==> src/shared/irpc_pkg.sv <==
// Shared constants, types and state encodings of the infrared pulse codec
package irpc_pkg;

    // Oversampling ticks per serial bit
    localparam int unsigned OVS_PER_BIT       = 16;

    // Encoder timing, in oversampling ticks
    localparam logic [3:0]  ENC_WAIT_TICKS    = 4'h7;
    localparam logic [3:0]  ENC_HIGH_TICKS    = 4'h3;

    // Decoder stretch: one whole bit time
    localparam logic [4:0]  DEC_STRETCH_TICKS = 5'h10;
    // Shortest low period a receiving UART accepts: three quarters of a bit
    localparam logic [4:0]  DEC_MIN_LOW_TICKS = 5'h0C;

    // Request queue between edge capture and pulse shaper
    localparam int unsigned REQ_FIFO_DEPTH    = 8;
    localparam int unsigned REQ_FIFO_WIDTH    = 8;

    // Number of pins brought through synchronisers
    localparam int unsigned PIN_COUNT         = 4;

    // Idle levels of the lines, also their reset values
    localparam logic        TX_LINE_IDLE      = 1'b1;
    localparam logic        OPT_IN_IDLE       = 1'b1;
    localparam logic        OVS_CLK_IDLE      = 1'b0;
    localparam logic        DEC_RST_IDLE      = 1'b0;
    localparam logic        RX_OUT_IDLE       = 1'b1;
    localparam logic        OPT_OUT_IDLE      = 1'b0;

    // One queued pulse request: how long to wait and how long to stay high
    typedef struct packed {
        logic [3:0] wait_ticks;
        logic [3:0] high_ticks;
    } irpc_enc_req_s;

    // Asynchronous pins, bundled so one synchroniser loop covers them all
    typedef struct packed {
        logic tx_line;
        logic optical_in;
        logic ovs_clk;
        logic dec_rst_n;
    } irpc_pins_s;

    localparam irpc_pins_s PINS_RESET = '{
        tx_line:    TX_LINE_IDLE,
        optical_in: OPT_IN_IDLE,
        ovs_clk:    OVS_CLK_IDLE,
        dec_rst_n:  DEC_RST_IDLE
    };

    typedef enum logic [2:0] {
        ENC_IDLE  = 3'b001,
        ENC_WAIT  = 3'b010,
        ENC_PULSE = 3'b100
    } irpc_enc_state_e;

    typedef enum logic [1:0] {
        DEC_IDLE    = 2'b01,
        DEC_STRETCH = 2'b10
    } irpc_dec_state_e;

endpackage

==> src/rtl/irpc_top.sv <==
// Infrared 3/16 pulse encoder and pulse-stretching decoder
`timescale 1ns/1ps
module irpc_top (
    input  wire logic clk_i,
    input  wire logic rst_n_i,
    input  wire logic oversample_clock_i,
    input  wire logic uart_serial_out_i,
    input  wire logic optical_pulse_in_i,
    input  wire logic decode_reset_n_i,
    output logic      optical_pulse_out_o,
    output logic      uart_rx_out_o,
    output logic      req_overflow_o
);

    // Falling edge between the previous and current synchronised sample
    function automatic logic fell(input logic prev, input logic now);
        fell = prev & ~now;
    endfunction

    // ------------------------------------------------------------------
    // Pin synchronisers: two flops per pin, then one history flop
    // ------------------------------------------------------------------
    irpc_pkg::irpc_pins_s pins_raw;
    irpc_pkg::irpc_pins_s meta_q;
    irpc_pkg::irpc_pins_s sync_q;
    irpc_pkg::irpc_pins_s hist_q;

    assign pins_raw.tx_line    = uart_serial_out_i;
    assign pins_raw.optical_in = optical_pulse_in_i;
    assign pins_raw.ovs_clk    = oversample_clock_i;
    assign pins_raw.dec_rst_n  = decode_reset_n_i;

    localparam logic [irpc_pkg::PIN_COUNT-1:0] PIN_RST = irpc_pkg::PINS_RESET;

    genvar gi;
    generate
        for (gi = 0; gi < irpc_pkg::PIN_COUNT; gi++) begin : g_sync
            always_ff @(posedge clk_i or negedge rst_n_i) begin
                if (!rst_n_i) begin
                    meta_q[gi] <= PIN_RST[gi];
                    sync_q[gi] <= PIN_RST[gi];
                    hist_q[gi] <= PIN_RST[gi];
                end else begin
                    meta_q[gi] <= pins_raw[gi];
                    sync_q[gi] <= meta_q[gi];
                    hist_q[gi] <= sync_q[gi];
                end
            end
        end
    endgenerate

    // One-cycle enable on each rising edge of the oversampling clock
    wire logic ovs_tick = hist_q.ovs_clk == 1'b0 && sync_q.ovs_clk == 1'b1;
    wire logic tx_fall  = fell(hist_q.tx_line, sync_q.tx_line);
    wire logic opt_fall = fell(hist_q.optical_in, sync_q.optical_in);
    wire logic dec_en   = sync_q.dec_rst_n;

    // ------------------------------------------------------------------
    // Encoder front: a captured space edge waits here until queued
    // ------------------------------------------------------------------
    logic                    pend_q;
    logic                    pend_d;
    logic                    ovf_q;
    logic                    ovf_d;
    logic                    req_wr_ready;
    logic                    req_rd_valid;
    logic                    req_rd_ready;
    irpc_pkg::irpc_enc_req_s req_wr;
    irpc_pkg::irpc_enc_req_s req_rd;

    assign req_wr.wait_ticks = irpc_pkg::ENC_WAIT_TICKS;
    assign req_wr.high_ticks = irpc_pkg::ENC_HIGH_TICKS;

    // A new edge wins over the clear of the pending flag
    assign pend_d = tx_fall | (pend_q & ~req_wr_ready);
    // Sticky indication that an edge merged into one still waiting
    assign ovf_d  = ovf_q | (tx_fall & pend_q & ~req_wr_ready);

    always_ff @(posedge clk_i or negedge rst_n_i) begin
        if (!rst_n_i) begin
            pend_q <= 1'b0;
            ovf_q  <= 1'b0;
        end else begin
            pend_q <= pend_d;
            ovf_q  <= ovf_d;
        end
    end

    irpc_fifo #(
        .WIDTH (irpc_pkg::REQ_FIFO_WIDTH),
        .DEPTH (irpc_pkg::REQ_FIFO_DEPTH)
    ) u_req_fifo (
        .clk_i      (clk_i),
        .rst_n_i    (rst_n_i),
        .wr_data_i  (req_wr),
        .wr_valid_i (pend_q),
        .wr_ready_o (req_wr_ready),
        .rd_data_o  (req_rd),
        .rd_valid_o (req_rd_valid),
        .rd_ready_i (req_rd_ready)
    );

    // ------------------------------------------------------------------
    // Encoder shaper: only the async system reset touches it
    // ------------------------------------------------------------------
    irpc_pkg::irpc_enc_state_e enc_state_q;
    irpc_pkg::irpc_enc_state_e enc_state_d;
    logic [3:0]                enc_cnt_q;
    logic [3:0]                enc_cnt_d;
    logic [3:0]                enc_high_q;
    logic [3:0]                enc_high_d;
    logic                      enc_out_q;
    logic                      enc_out_d;

    // Shaper takes a request only when idle, which back-pressures the queue
    assign req_rd_ready = (enc_state_q == irpc_pkg::ENC_IDLE);

    always_comb begin
        enc_state_d = enc_state_q;
        enc_cnt_d   = enc_cnt_q;
        enc_high_d  = enc_high_q;
        enc_out_d   = enc_out_q;
        case (enc_state_q)
            irpc_pkg::ENC_IDLE: begin
                enc_out_d = irpc_pkg::OPT_OUT_IDLE;
                if (req_rd_valid) begin
                    enc_cnt_d   = req_rd.wait_ticks;
                    enc_high_d  = req_rd.high_ticks;
                    enc_state_d = irpc_pkg::ENC_WAIT;
                end
            end
            irpc_pkg::ENC_WAIT: begin
                if (ovs_tick) begin
                    if (enc_cnt_q == 4'h1) begin
                        enc_out_d   = ~irpc_pkg::OPT_OUT_IDLE;
                        enc_cnt_d   = enc_high_q;
                        enc_state_d = irpc_pkg::ENC_PULSE;
                    end else begin
                        enc_cnt_d = enc_cnt_q - 4'h1;
                    end
                end
            end
            irpc_pkg::ENC_PULSE: begin
                if (ovs_tick) begin
                    if (enc_cnt_q == 4'h1) begin
                        enc_out_d   = irpc_pkg::OPT_OUT_IDLE;
                        enc_state_d = irpc_pkg::ENC_IDLE;
                    end else begin
                        enc_cnt_d = enc_cnt_q - 4'h1;
                    end
                end
            end
            default: begin
                enc_out_d   = irpc_pkg::OPT_OUT_IDLE;
                enc_state_d = irpc_pkg::ENC_IDLE;
            end
        endcase
    end

    always_ff @(posedge clk_i or negedge rst_n_i) begin
        if (!rst_n_i) begin
            enc_state_q <= irpc_pkg::ENC_IDLE;
            enc_cnt_q   <= 4'h0;
            enc_high_q  <= 4'h0;
            enc_out_q   <= irpc_pkg::OPT_OUT_IDLE;
        end else begin
            enc_state_q <= enc_state_d;
            enc_cnt_q   <= enc_cnt_d;
            enc_high_q  <= enc_high_d;
            enc_out_q   <= enc_out_d;
        end
    end

    // ------------------------------------------------------------------
    // Decoder: stretches each optical pulse into one space bit
    // ------------------------------------------------------------------
    // Sixteen ticks is above the three-quarter-bit floor a UART needs
    localparam logic STRETCH_OK =
        (irpc_pkg::DEC_STRETCH_TICKS >= irpc_pkg::DEC_MIN_LOW_TICKS);

    irpc_pkg::irpc_dec_state_e dec_state_q;
    irpc_pkg::irpc_dec_state_e dec_state_d;
    logic [4:0]                dec_cnt_q;
    logic [4:0]                dec_cnt_d;
    logic                      rx_q;
    logic                      rx_d;

    always_comb begin
        dec_state_d = dec_state_q;
        dec_cnt_d   = dec_cnt_q;
        rx_d        = rx_q;
        if (!dec_en) begin
            // Held idle: the UART sees a steady mark, nothing is received
            dec_state_d = irpc_pkg::DEC_IDLE;
            dec_cnt_d   = 5'h00;
            rx_d        = irpc_pkg::RX_OUT_IDLE;
        end else if (opt_fall && STRETCH_OK) begin
            // A pulse mid-stretch restarts the bit time from its own edge
            dec_state_d = irpc_pkg::DEC_STRETCH;
            dec_cnt_d   = irpc_pkg::DEC_STRETCH_TICKS;
            rx_d        = ~irpc_pkg::RX_OUT_IDLE;
        end else begin
            case (dec_state_q)
                irpc_pkg::DEC_IDLE: begin
                    rx_d = irpc_pkg::RX_OUT_IDLE;
                end
                irpc_pkg::DEC_STRETCH: begin
                    if (ovs_tick) begin
                        if (dec_cnt_q == 5'h01) begin
                            rx_d        = irpc_pkg::RX_OUT_IDLE;
                            dec_state_d = irpc_pkg::DEC_IDLE;
                        end else begin
                            dec_cnt_d = dec_cnt_q - 5'h01;
                        end
                    end
                end
                default: begin
                    rx_d        = irpc_pkg::RX_OUT_IDLE;
                    dec_state_d = irpc_pkg::DEC_IDLE;
                end
            endcase
        end
    end

    always_ff @(posedge clk_i or negedge rst_n_i) begin
        if (!rst_n_i) begin
            dec_state_q <= irpc_pkg::DEC_IDLE;
            dec_cnt_q   <= 5'h00;
            rx_q        <= irpc_pkg::RX_OUT_IDLE;
        end else begin
            dec_state_q <= dec_state_d;
            dec_cnt_q   <= dec_cnt_d;
            rx_q        <= rx_d;
        end
    end

    assign optical_pulse_out_o = enc_out_q;
    assign uart_rx_out_o       = rx_q;
    assign req_overflow_o      = ovf_q;

endmodule

==> src/rtl/irpc_fifo.sv <==
// Small synchronous FIFO with valid/ready on both sides
`timescale 1ns/1ps
module irpc_fifo #(
    parameter int unsigned WIDTH = 8,
    parameter int unsigned DEPTH = 8
) (
    input  wire logic             clk_i,
    input  wire logic             rst_n_i,
    input  wire logic [WIDTH-1:0] wr_data_i,
    input  wire logic             wr_valid_i,
    output logic                  wr_ready_o,
    output logic      [WIDTH-1:0] rd_data_o,
    output logic                  rd_valid_o,
    input  wire logic             rd_ready_i
);

    localparam int unsigned PW = (DEPTH > 1) ? $clog2(DEPTH) : 1;
    localparam logic [PW:0] FULL_COUNT = (PW+1)'(DEPTH);
    localparam logic [PW-1:0] LAST_SLOT = PW'(DEPTH - 1);

    logic [WIDTH-1:0] mem_q [DEPTH];
    logic [PW-1:0]    wr_ptr_q;
    logic [PW-1:0]    rd_ptr_q;
    logic [PW:0]      count_q;

    wire logic full  = (count_q == FULL_COUNT);
    wire logic empty = (count_q == '0);
    wire logic push  = wr_valid_i & ~full;
    wire logic pop   = rd_ready_i & ~empty;

    assign wr_ready_o = ~full;
    assign rd_valid_o = ~empty;
    // Head word comes straight from the storage flops
    assign rd_data_o  = mem_q[rd_ptr_q];

    always_ff @(posedge clk_i) begin
        if (push) begin
            mem_q[wr_ptr_q] <= wr_data_i;
        end
    end

    always_ff @(posedge clk_i or negedge rst_n_i) begin
        if (!rst_n_i) begin
            wr_ptr_q <= '0;
            rd_ptr_q <= '0;
            count_q  <= '0;
        end else begin
            if (push) begin
                wr_ptr_q <= (wr_ptr_q == LAST_SLOT) ? '0 : wr_ptr_q + 1'b1;
            end
            if (pop) begin
                rd_ptr_q <= (rd_ptr_q == LAST_SLOT) ? '0 : rd_ptr_q + 1'b1;
            end
            if (push && !pop) begin
                count_q <= count_q + 1'b1;
            end else if (pop && !push) begin
                count_q <= count_q - 1'b1;
            end
        end
    end

endmodule

==> config.mk <==
export PLATFORM = sky130hd
export DESIGN_NAME = irpc_top
export DESIGN_NICKNAME = d
export VERILOG_FILES = /design/src/shared/irpc_pkg.sv /design/src/rtl/irpc_top.sv /design/src/rtl/irpc_fifo.sv
export SDC_FILE = /design/constraint.sdc
export NUM_CORES = 1
export LEC_CHECK = 0
export BUFFER_PORTS_ARGS = -buffer_cell sky130_fd_sc_hd__buf_2
export CELL_PAD_IN_SITES_DETAIL_PLACEMENT = 2
export CELL_PAD_IN_SITES_GLOBAL_PLACEMENT = 2
export CORE_MARGIN = 5
export CORE_UTILIZATION = 45
export CTS_BUF_LIST = sky130_fd_sc_hd__clkbuf_8
export CTS_CLUSTER_DIAMETER = 120
export DETAILED_ROUTE_END_ITERATION = 10
export PLACE_DENSITY = 0.95
export SKIP_LAST_GASP = 1
export SYNTH_ARGS = -nofsm -noshare
export SYNTH_HDL_FRONTEND = slang
export SYNTH_SLANG_ARGS = --single-unit
==> constraint.sdc <==
create_clock -name clk_i -period 4.7 [get_ports clk_i]
set_clock_uncertainty 0.05 [all_clocks]
set_input_delay 0.705 -clock clk_i [delete_from_list [all_inputs] [get_ports clk_i]]
set_output_delay 0.705 -clock clk_i [all_outputs]
set_load 0.005 [all_outputs]
# == Word-level counts from Yosys, hierarchy flattened ==
# Cells that the tools add are included.
# op_classes
add_sub_neg,4
n_eq_ne,20
n_mux,34
bitwise_logic,14
n_reduce_logical,15
# op_table
operator,count
two-way mux 4 bit,7
two-way mux 5 bit,5
two-way mux 3 bit,5
!= test 2 bit (second input constant),6
case mux 4 bit (3 select lines),1
AND reduction 5 bit,2
two-way mux 1 bit,9
case mux 3 bit (3 select lines),1
two-way mux 2 bit,4
!= test 4 bit (second input constant),2
subtractor 4 x 1 -> 4 bit (second input constant),2
bitwise AND 1 bit,7
!= test 3 x 1 -> 1 bit (second input constant),2
!= test 3 bit (second input constant),2
AND reduction 3 bit,2
== test 5 x 1 -> 1 bit (second input constant),1
NOT 1 bit,5
subtractor 5 x 1 -> 5 bit (second input constant),1
adder 4 x 1 -> 4 bit (second input constant),1
== test 4 x 1 -> 1 bit (second input constant),1
== test 4 bit (second input constant),1
logical NOT 4 bit,1
case mux 2 bit (2 select lines),1
AND reduction 2 bit,2
other kinds (12),16
# word_totals
regBits,37
input_bits,6
out_inout_bits,3
wordCells,108

# == Longest topological paths before layout ==
# Gate-level depths: netlist (run 1).
# logic_depth
word_depth,7
mapped_depth,10
depth_no_buf,9

# == Modules after synthesis ==
# Synthesis (run 1) repeated with hierarchy kept, for this count alone.
# unflattened
cells_unflattened,282
hier_area_um2,4648.2
# by_module_without_submodules
mod,n_inst,cells_each,area_each_um2,seq_area_each_um2
irpc_fifo,1,158,3158.0,2172.1
irpc_top,1,124,1490.2,837.1

# == Worst setup path after synthesis (run 1) ==
# No wires, ideal clock.
# synth_path
kind,reg-to-reg
start,register u_req_fifo.count_q[0]
end,register u_req_fifo.count_q[3]
setup_ps,80
arrival_time_ps,2276
t_required_ps,4570
setup_slack_ps,2294
stages_incl_launch_ff,10
path_buffers,0
synth_period_minus_slack_ps,2406
path_cell_list,dfrtp_1 -> or4_4 -> nand2_1 -> ha_1 -> inv_1 -> ha_1 -> a21o_2 -> a21oi_1 -> mux2i_1 -> xnor2_1
# synth_between
elab_chain_cells,6
word_cells_on_any_way,15
cone_classes,add/sub: 2; eq/ne: 1; mux: 2; bitwise: 4; reduce/logical: 6
# synth_lines
item,line_no,text
from (decl),irpc_fifo.sv:24,logic [PW:0] count_q;
from (signal assigned),irpc_fifo.sv:55,count_q <= count_q + 1'b1;
from (signal assigned),irpc_fifo.sv:57,count_q <= count_q - 1'b1;
"parallel branches: the longest is 6 deep, another holds subtractor 4 x 1 -> 4 bit",-,
# Several ways; the timed one is not identified. The select of a mux whose other input is x is not followed.
# A chain may end at the register's enable or synchronous reset.

# == Final worst setup path (run 1) ==
# Ends and elaborated chain as after synthesis.

==> key figures, run 1 <==
Run
  – Max-Cap Viols: 0

Clock tree
  – Hold buffers post-CTS: 0
  – Clock buffer depth: 2
  – Clock insertion delay at the later pin of the skew report: 290 ps
  – Post-CTS Setup Bufs: 0
  – Clk sinks: 34
  – Post-CTS resize count: 0
  – Cts bufs inserted: 5
  – Root Buffer: clkbuf_8
  – Htree depth: 2
  – CTS tree: done
  – Clock slew at reported path FFs: approximately 70 ps

Worst setup path
  – CP max stage delay: between 500 and 600 ps
  – Crit path kind: reg2reg
  – Required time worst endpoint: 4850 ps
  – CP Capture Type: flip-flop
  – FF-to-FF path depth: 9
  – Most used cell along the critical path: ha_1
  – Worst path slowest cell: or4_4
  – CP bufs+invs: 1
  – Top Family by Delay on Critical Path: simple AND/OR/NAND/NOR gates
  – Critical Path Stages: 9
  – Arr. time, crit path: 3060 ps
  – CP max FO: 5
  – Critical path cell sequence: or4_4, nand2_1, ha_1, inv_1, ha_1, a21o_2, a21oi_1, mux2i_1, xnor2_1
  – Startpoint class of the critical path: flip-flop

Logic synthesis
  – Flops & latches, synth: 34
  – Most used DFF post-synth: dfrtp_1
  – Synth Cell Area: 1610 um^2
  – Ys Warns: 0
  – Syn Nets: around 160
  – Library cells used by synthesis: 45
  – Cell count after synthesis: 144
  – Avg Cell Area, Syn: between 10 and 15 um^2
  – Ys async rst share: between 90% and 100%
  – Post-synthesis sequential area ratio: roughly 53%
  – Number of flops mapped to enable cells by yosys: 0

Timing
  – Crit share post-route: 61.8%
  – Worst Tran Pin Value: 777 ps
  – RSZ-0062 raised after global routing: false
  – Slew Limit Fails: 0
  – Fin Setup TNS: 0 ps
  – Worst hold slack: 310 ps
  – F_max: 0.344 GHz
  – Final min period: 2910 ps
  – Final WS setup: roughly 1800 ps
  – Relative slew slack: 48.2%
  – Final hold viol count: 0
  – Final setup fails: 0

Final layout
  – Area Overhead vs Synth: 13.9%
  – Share of layout cells above drive strength 1: 22.3%
  – Non-filler cells in the finished layout: 203
  – Commonest non-fill, non-tap cells in the layout: 25 x dfrtp_1, 10 x o21ai_0, 9 x nor2_1, 9 x dfstp_2
  – ANT cells: 0
  – Final net count: 170
  – Finished Cell Area: 1840 um^2
  – Filler cells: 335
  – Commonest non-fill, non-tap cell in the layout: dfrtp_1
  – Multi-input logic area: around 710 um^2
  – Sequential cell area: 862 um^2

GRT
  – Vias in the first global route: 1395
  – Grt ovf: 0
  – Busiest grt layer: met2
  – Largest net degree at the start of global routing: 35
  – GR Util All Layers: 22.6%
  – Met3 Resource Use GR: ~5%
  – Global Route met1 Usage: 27.1%
  – Grt met2 use: 39.7%
  – Global-route wire length before repair: around 8000 um
  – Number of antenna violations at the first check in global routing: 0

Placed design
  – GPL Wtd Cong: 0.815
  – IO Port Bufs: 8
  – DP Area: between 1500 and 2000 um^2
  – Post-placement cell count: 195
  – Hpwl dp: 2930 um
  – Pre-CTS setup slack: 2010 ps

Drt
  – DRC: 0
  – WL final: 4870 um
  – Antenna-violating nets left: 0
  – 1st-iter DRT viols: 52
  – First-pass iteration count of the detailed router: 4
  – Vias post-DR: 1190
  – Routed wire per std cell: 24.0 um
  – DR vias/cell: 5.86

Floorplan
  – Initial Util: 47.2%
  – Die area: 4880 um^2
  – Die height: 69.9 um
  – Row count: 21
  – I/O pin count: 9
  – Die span in x: 69.9 um
  – Placeable Area: 3420 um^2

Outcome
  – Status: finished clean

Min path
  – Hold Path Depth: 0
  – Worst min path class: reg2reg

Power and ir drop
  – Leakage Power: 0.784 nW
  – Flop pwr share: 38.4%
  – Maximum vdd ir drop: about 0.32 mV
  – Clk pwr share: 29.6%
  – Internal power: 0.717 mW
  – Sw Pwr: 0.395 mW
  – Comb power frac: 32.0%
  – Cell Pwr Density: 605 nW/um^2
  – Net Sw Frac: 35.5%
area by class of cell:
| type | count | share of cell area [%] |
|---|---|---|
| timing repair buffer | 8 | 2.18 |
| clock buffer | 5 | 3.75 |
| clock inverter | 3 | 3.75 |
| inverter | 9 | 1.84 |
| tap | 46 | 3.13 |
| multi-input combinational | 98 | 38.4 |
| sequential | 34 | 46.9 |
logic make-up after synthesis:
kind of cell               Yosys count  share of synthesized area [%]
and+or+nand+nor                     47                           17.9
AOI/OAI and AO/OA                   34                           14.0
DFF                                 34                           53.5
buffers and inverters               12                           2.79
adders and majority gates            8                           6.67
xor gates and xnor gates             7                           3.80
muxes                                2                           1.32
through the flow:
stage	power, mW	util, %
final	1.11	53.8
after global routing	1.18	53.8
after global placement	0.689	49.7
after detailed placement	0.737	49.7
after CTS	1.11	53.8
after floorplan	0.635	-
final timing paths:
path                                             from                    end  slack, ps
min in group asynchronous                     rst_n_i           enc_cnt_q[1]        430
worst max-delay path            u_req_fifo.count_q[0]  u_req_fifo.count_q[3]       1790
worst max register to register  u_req_fifo.count_q[0]  u_req_fifo.count_q[3]       1790
worst min-delay path                        meta_q[3]              sync_q[3]        310
worst min register to register              meta_q[3]              sync_q[3]        310
max in group asynchronous                     rst_n_i    optical_pulse_out_o       3670
power groups by stage:
stage | sequential (mW) | clock, mW | combinational (mW)
2_1_floorplan | 0.385 | 0 | 0.250
3_3_place_gp | 0.411 | 0 | 0.278
3_5_place_dp | 0.420 | 0 | 0.317
4_1_cts | 0.424 | 0.335 | 0.357
5_1_grt | 0.435 | 0.350 | 0.394
6_report | 0.426 | 0.329 | 0.356
synthesized netlist by cell type, drive strengths merged, types with 2 or more instances:
cell type  instances  area share [%]
dfrtp             25              39
o21ai             12             3.7
dfstp              9              15
inv                9             2.1
nor2               9             2.1
ha                 7             5.4
nand2              7             1.6
a21oi              5             1.6
nand2b             5             1.9
xnor2              5             2.7
nor2b              4             1.6
a21o               3             1.5
clkbuf             3            0.70
nand3              3            0.93
nor3               3            0.93
or3b               3             1.6
a22o               2             1.1
a2bb2oi            2             1.1
nor3b              2            0.93
o2bb2ai            2             1.1
or3                2            0.78
xor2               2             1.1
sequential cells by signal (all words and copies together), names as in the netlist:
signal / count
uart_rx_out_o: 1
sync_q: 3
optical_pulse_out_o: 1
meta_q: 4
req_overflow_o: 1
pend_q: 1
dec_state_q: 2
enc_high_q: 1
hist_q: 3
dec_en: 1
enc_state_q: 3
dec_cnt_q: 5
enc_cnt_q: 4
u_req_fifo.count_q: 4
per-layer routing:
metal | up-vias | routed length, um
met2 | 24 | 2620
li1 | 534 | -
met4 | 0 | 89
met5 | - | 0
met3 | 8 | 139
met1 | 624 | 2030
Note: power is estimated with default switching activity, not from simulation.
==> inputs of run 2 (changes only) <==
--- a/config.mk
+++ b/config.mk
@@ -9,11 +9,11 @@
 export CELL_PAD_IN_SITES_DETAIL_PLACEMENT = 2
 export CELL_PAD_IN_SITES_GLOBAL_PLACEMENT = 2
 export CORE_MARGIN = 5
-export CORE_UTILIZATION = 45
+export CORE_UTILIZATION = 38
 export CTS_BUF_LIST = sky130_fd_sc_hd__clkbuf_8
 export CTS_CLUSTER_DIAMETER = 120
 export DETAILED_ROUTE_END_ITERATION = 10
-export PLACE_DENSITY = 0.95
+export PLACE_DENSITY = 0.88
 export SKIP_LAST_GASP = 1
 export SYNTH_ARGS = -nofsm -noshare
 export SYNTH_HDL_FRONTEND = slang
==> constraint.sdc (replaced) <==
create_clock -name clk_i -period 2.4 [get_ports clk_i]
set_clock_uncertainty 0.05 [all_clocks]
set_input_delay 0.36 -clock clk_i [delete_from_list [all_inputs] [get_ports clk_i]]
set_output_delay 0.36 -clock clk_i [all_outputs]
set_load 0.005 [all_outputs]
==> run 2 against run 1 <==
Net effect:
- first-iteration DRC count shrank 58%
- global-route usage is 5.4 points lower
- die area grew 16%
- sequential share of layout area decreased by 3.8 points
- final cell count rose by 8.4%
- via count increased by 2.4%
- highest routed layer unchanged
- largest cell class unchanged
- routed wire length fell by 7.1%
- critical endpoint unchanged
- clock power is 95% higher
==> key figures, run 2 (same netlist as run 1, synthesis figures left out) <==
Clock tree
  – Htree depth: 2
  – Clk sinks: 34
  – Root Buffer: clkbuf_8
  – Hold buffers post-CTS: 0
  – Cts bufs inserted: 5
  – Clock slew at reported path FFs: 80 ps
  – Clock insertion delay at the later pin of the skew report: 300 ps
  – CTS tree: done
  – Clock buffer depth: 2

GRT
  – Global-route wire length before repair: 7110 um
  – Number of antenna violations at the first check in global routing: 0
  – GR Util All Layers: 17.2%
  – Vias in the first global route: about 1400
  – Largest net degree at the start of global routing: 35
  – Grt ovf: 0

Floorplan
  – Die span in x: 75.1 um
  – Die height: 75.1 um
  – Initial Util: 39.7%
  – Placeable Area: 4060 um^2
  – Die area: 5650 um^2
  – I/O pin count: 9
  – Row count: 23

Worst setup path
  – Most used cell along the critical path: ha_4
  – Reg2reg setup slack: approximately 67 ps
  – CP max FO: 2
  – Arr. time, crit path: 2500 ps
  – Top Family by Delay on Critical Path: simple AND/OR/NAND/NOR gates
  – R2r endpoint: u_req_fifo.count_q[3]
  – CP max stage delay: between 500 and 600 ps
  – Critical path cell sequence: or4_4, nand2_4, ha_4, inv_2, ha_4, a21o_2, a21oi_2, mux2i_1, xnor2_1
  – CP Capture Type: flip-flop
  – Startpoint class of the critical path: flip-flop
  – Worst path slowest cell: or4_4
  – Required time worst endpoint: around 2600 ps
  – FF-to-FF path depth: 9
  – Crit path kind: reg2reg
  – CP bufs+invs: 1
  – FF-to-FF Start: u_req_fifo.count_q[1]

Final layout
  – Share of layout cells above drive strength 1: 32.9%
  – Commonest non-fill, non-tap cell in the layout: dfrtp_1
  – Top reg by flops: dec_cnt_q
  – Area Overhead vs Synth: 24.0%
  – Commonest non-fill, non-tap cells in the layout: 24 x dfrtp_1, 13 x buf_4, 10 x o21ai_0, 9 x nor2_1, 9 x dfstp_2
  – ANT cells: 0
  – Final net count: about 180
  – Final Util: about half
  – Largest register FFs: 5
  – Finished Cell Area: 2000 um^2
  – Filler cells: around 410

Placed design
  – DP Area: 1770 um^2
  – GPL Wtd Cong: 0.729
  – Hpwl dp: 2920 um
  – Pre-CTS setup slack: -119 ps
  – IO Port Bufs: 8

Run
  – Max-Cap Viols: 0

Power and ir drop
  – Leakage Power: 0.854 nW
  – Maximum vdd ir drop: 0.620 mV
  – Cell Pwr Density: ~1200 nW/um^2
  – Total power: approximately 2.4 mW

Timing
  – Slew Limit Fails: 0
  – Final hold viol count: 0
  – Fin Setup TNS: 0 ps
  – Crit share post-route: 97.2%
  – Relative slew slack: between 50% and 60%
  – RSZ-0062 raised after global routing: false
  – Final min period: roughly 2300 ps
  – Worst Tran Pin Value: approximately 750 ps
  – F_max: 0.429 GHz
  – Final WS setup: 66.6 ps
  – Final setup fails: 0

Drt
  – DRC: 0
  – First-pass iteration count of the detailed router: 4
  – 1st-iter DRT viols: 22
  – Antenna-violating nets left: 0
  – Routed wire per std cell: 20.6 um
  – WL final: approximately 4500 um
  – Vias post-DR: 1219
  – DR vias/cell: 5.54

Min path
  – Worst min path class: in2async

Outcome
  – Status: finished clean
-- run 2: cell types whose count changed in the layout (fill, tap and decap cells not counted), sizes merged --
cell / previous run / this run
buf: 8 / 21
-- run 2: worst max path at each step --
stage                                 end                   from  slack [ps]  depth (start not counted)
floorplan           u_req_fifo.count_q[3]  u_req_fifo.count_q[0]          10                          9
global placement    u_req_fifo.count_q[3]  u_req_fifo.count_q[0]          90                          9
detailed placement  u_req_fifo.count_q[3]  u_req_fifo.count_q[0]        -120                          9
CTS                 u_req_fifo.count_q[3]  u_req_fifo.count_q[2]          20                          9
global route        u_req_fifo.count_q[3]  u_req_fifo.count_q[2]           1                          9
finish              u_req_fifo.count_q[3]  u_req_fifo.count_q[1]          70                          9
-- run 2: per-stage QoR --
step / std cells / hold slack (ps)
2_1_floorplan: 144 / 14.4
3_5_place_dp: 208 / 297
6_report: 220 / 67.1
3_3_place_gp: 208 / 285
5_1_grt: 220 / 94.4
4_1_cts: 219 / 102
-- run 2: where the power goes --
part | total [mW] | switching (mW) | internal (mW) | leakage [nW]
clock | 0.640 | 0.224 | 0.416 | 0.0683
combinational | 0.966 | 0.499 | 0.467 | 0.388
sequential | 0.754 | 0.0717 | 0.683 | 0.398
-- run 2: layer usage --
layer	GRT usage, %	wire [um]
met1	19.1	1790
met2	31.3	2510
met3	4.94	156
met4	5.83	69
met5	0	0
-- run 2: cell type report --
class | instances | area (um^2) | share of cell area [%]
clock buffers | 5 | 68.8 | 3.44
clock inverters | 3 | 68.8 | 3.44
inverters | 9 | 33.8 | 1.69
multi-input cells | 98 | 766 | 38.3
flip-flops and latches | 34 | 863 | 43.2
well taps | 50 | 62.6 | 3.13
repair buffers | 21 | 138 | 6.88
-- run 2: timing repair --
item                                   in CTS  in global routing
setup buffers                               3                  1
pin swaps                                   5                  5
setup endpoints to repair                   1                  1
resized for setup                           9                  2
endpoints found under the hold margin       0                  0
-- run 2: worst reg2reg max path: stages, from the launching register on --
cell	delay, ps
dfrtp_1	390
or4_4	570
nand2_4	100
ha_4	140
inv_2	50
ha_4	200
a21o_2	220
a21oi_2	170
mux2i_1	240
xnor2_1	140
==> inputs of run 3 (changes only) <==
--- a/config.mk
+++ b/config.mk
@@ -14,6 +14,7 @@
 export CTS_CLUSTER_DIAMETER = 120
 export DETAILED_ROUTE_END_ITERATION = 10
 export PLACE_DENSITY = 0.88
+export RECOVER_POWER = 25
 export SKIP_LAST_GASP = 1
 export SYNTH_ARGS = -nofsm -noshare
 export SYNTH_HDL_FRONTEND = slang
==> run 3 against run 2 <==
Net effect:
- the run now ends with capacitance limit, slew limit left
- design area about the same
- routed wire length about the same
- sequential power about the same
- first-iteration DRC count unchanged
- clock power about the same
==> key figures, run 3 (same netlist as run 1, synthesis figures left out) <==
Worst setup path
  – Worst path slowest cell: or4_4
  – Crit path kind: reg2reg
  – Arr. time, crit path: 2500 ps
  – Top Family by Delay on Critical Path: simple AND/OR/NAND/NOR gates
  – CP Capture Type: flip-flop
  – CP max stage delay: roughly 570 ps
  – Most used cell along the critical path: ha_4
  – Startpoint class of the critical path: flip-flop
  – Critical path cell sequence: or4_4, nand2_4, ha_4, inv_2, ha_4, a21o_2, a21oi_2, mux2i_1, xnor2_1
  – CP max FO: 2
  – Required time worst endpoint: 2560 ps
  – CP bufs+invs: 1

Timing
  – Final hold viol count: 0
  – F_max: around 0.43 GHz
  – Worst Tran Pin Value: about 1800 ps
  – Final min period: ~2300 ps
  – Slew Limit Fails: 35
  – Final setup fails: 0
  – Crit share post-route: just under 100%
  – Relative slew slack: -19.9%
  – RSZ-0062 raised after global routing: false
  – Fin Setup TNS: 0 ps

Floorplan
  – Row count: 23
  – I/O pin count: 9
  – Placeable Area: 4060 um^2
  – Initial Util: 39.7%
  – Die area: approximately 5600 um^2
  – Die height: approximately 75 um
  – Die span in x: between 70 and 80 um

Clock tree
  – Clock buffer depth: 2
  – Clk sinks: 34
  – CTS tree: done
  – Clock slew at reported path FFs: 70 ps
  – Cts bufs inserted: 5
  – Clock insertion delay at the later pin of the skew report: 300 ps
  – Hold buffers post-CTS: 0
  – Htree depth: 2
  – Root Buffer: clkbuf_8

Run
  – Max-Cap Viols: 1

Power and ir drop
  – Maximum vdd ir drop: 0.620 mV
  – Clk pwr share: 27.1%
  – Internal power: 1.56 mW
  – Net Sw Frac: 33.7%
  – Leakage Power: 0.850 nW
  – Sw Pwr: 0.795 mW
  – Comb power frac: 40.9%
  – Cell Pwr Density: 1180 nW/um^2
  – Flop pwr share: 31.9%

Drt
  – WL final: ~4500 um
  – Antenna-violating nets left: 0
  – First-pass iteration count of the detailed router: 4
  – DRC: 0
  – DR vias/cell: 5.54
  – Routed wire per std cell: about 21 um
  – Vias post-DR: 1219
  – 1st-iter DRT viols: 22

GRT
  – Vias in the first global route: between 1000 and 1500
  – Grt ovf: 0
  – Global-route wire length before repair: 7110 um
  – Largest net degree at the start of global routing: 35
  – GR Util All Layers: roughly 17%
  – Number of antenna violations at the first check in global routing: 0

Placed design
  – IO Port Bufs: 8
  – GPL Wtd Cong: about 0.73
  – Hpwl dp: 2920 um

Final layout
  – Filler cells: 411
  – Final net count: 183
  – Area Overhead vs Synth: 24.0%
  – Top reg by flops: dec_cnt_q
  – Commonest non-fill, non-tap cells in the layout: 24 x dfrtp_1, 13 x buf_4, 10 x o21ai_0, 9 x nor2_1
  – Share of layout cells above drive strength 1: a little under a third
  – Largest register FFs: 5
  – Final Util: 49.3%
  – Commonest non-fill, non-tap cell in the layout: dfrtp_1
  – Sequential cell area: 863 um^2
  – Multi-input logic area: roughly 770 um^2
  – ANT cells: 0

Outcome
  – Status: finished with violations
  – Failing checks: capacitance limit, slew limit

Min path
  – Worst min path class: in2reg
-- run 3: cell count changes in the layout (fill, tap and decap cells not counted), sizes merged --
cell / before / now
buf: 21 / 20
clkbuf: 5 / 6
-- run 3: routing by layer --
layer  share of wire [%]  global-route usage, %  vias up
met5                   0                      0        -
met4                 1.5                   5.83        0
met3                 3.4                   4.94        9
met2                  56                   31.3       21
met1                  40                   19.1      633
li1                    -                      -      556
-- run 3: power by group through the flow --
stage	combinational [mW]	clock, mW	sequential [mW]
floorplan	0.493	0	0.754
CTS	0.899	0.647	0.755
detailed placement	0.765	0	0.767
finish	0.966	0.640	0.754
global placement	0.698	0	0.747
global route	1.06	0.687	0.765
-- run 3: worst paths after layout --
check | from | endpoint | slack (ps) | cells past startpoint
max | u_req_fifo.count_q[1] | u_req_fifo.count_q[3] | 70 | 9
min | optical_pulse_in_i | meta_q[2] | 110 | 1
max reg2reg | u_req_fifo.count_q[1] | u_req_fifo.count_q[3] | 70 | 9
min reg2reg | meta_q[0] | dec_en | 310 | 0
max in group asynchronous | rst_n_i | u_req_fifo.count_q[2] | 630 | 1
min in group asynchronous | rst_n_i | dec_cnt_q[3] | 480 | 1
-- run 3: cell type report --
| class | count | share of cell area [%] |
|---|---|---|
| clock inverters | 3 | 3.44 |
| clock buffers | 5 | 3.44 |
| flip-flops and latches | 34 | 43.2 |
| well taps | 50 | 3.13 |
| multi-input cells | 98 | 38.3 |
| repair buffers | 21 | 6.82 |
| inverters | 9 | 1.69 |
-- run 3: stage by stage --
step / hold slack, ps / instance area (um^2) / total power [mW] / setup WS (ps) / instances
4_1_cts: 102 / 1970 / 2.30 / 16.3 / 219
6_report: 112 / 2000 / 2.36 / 66.6 / 220
2_1_floorplan: 14.4 / 1620 / 1.25 / 10.5 / 144
3_3_place_gp: 285 / 1770 / 1.45 / 89.0 / 208
5_1_grt: 94.5 / 2000 / 2.51 / 1.12 / 220
3_5_place_dp: 297 / 1770 / 1.53 / -119 / 208
-- run 3: timing repair --
action / 4_1_cts / 5_1_grt
endpoints found under the setup margin: 1 / 1
setup buffers: 3 / 1
resized for setup: 9 / 2
pin swaps: 5 / 5
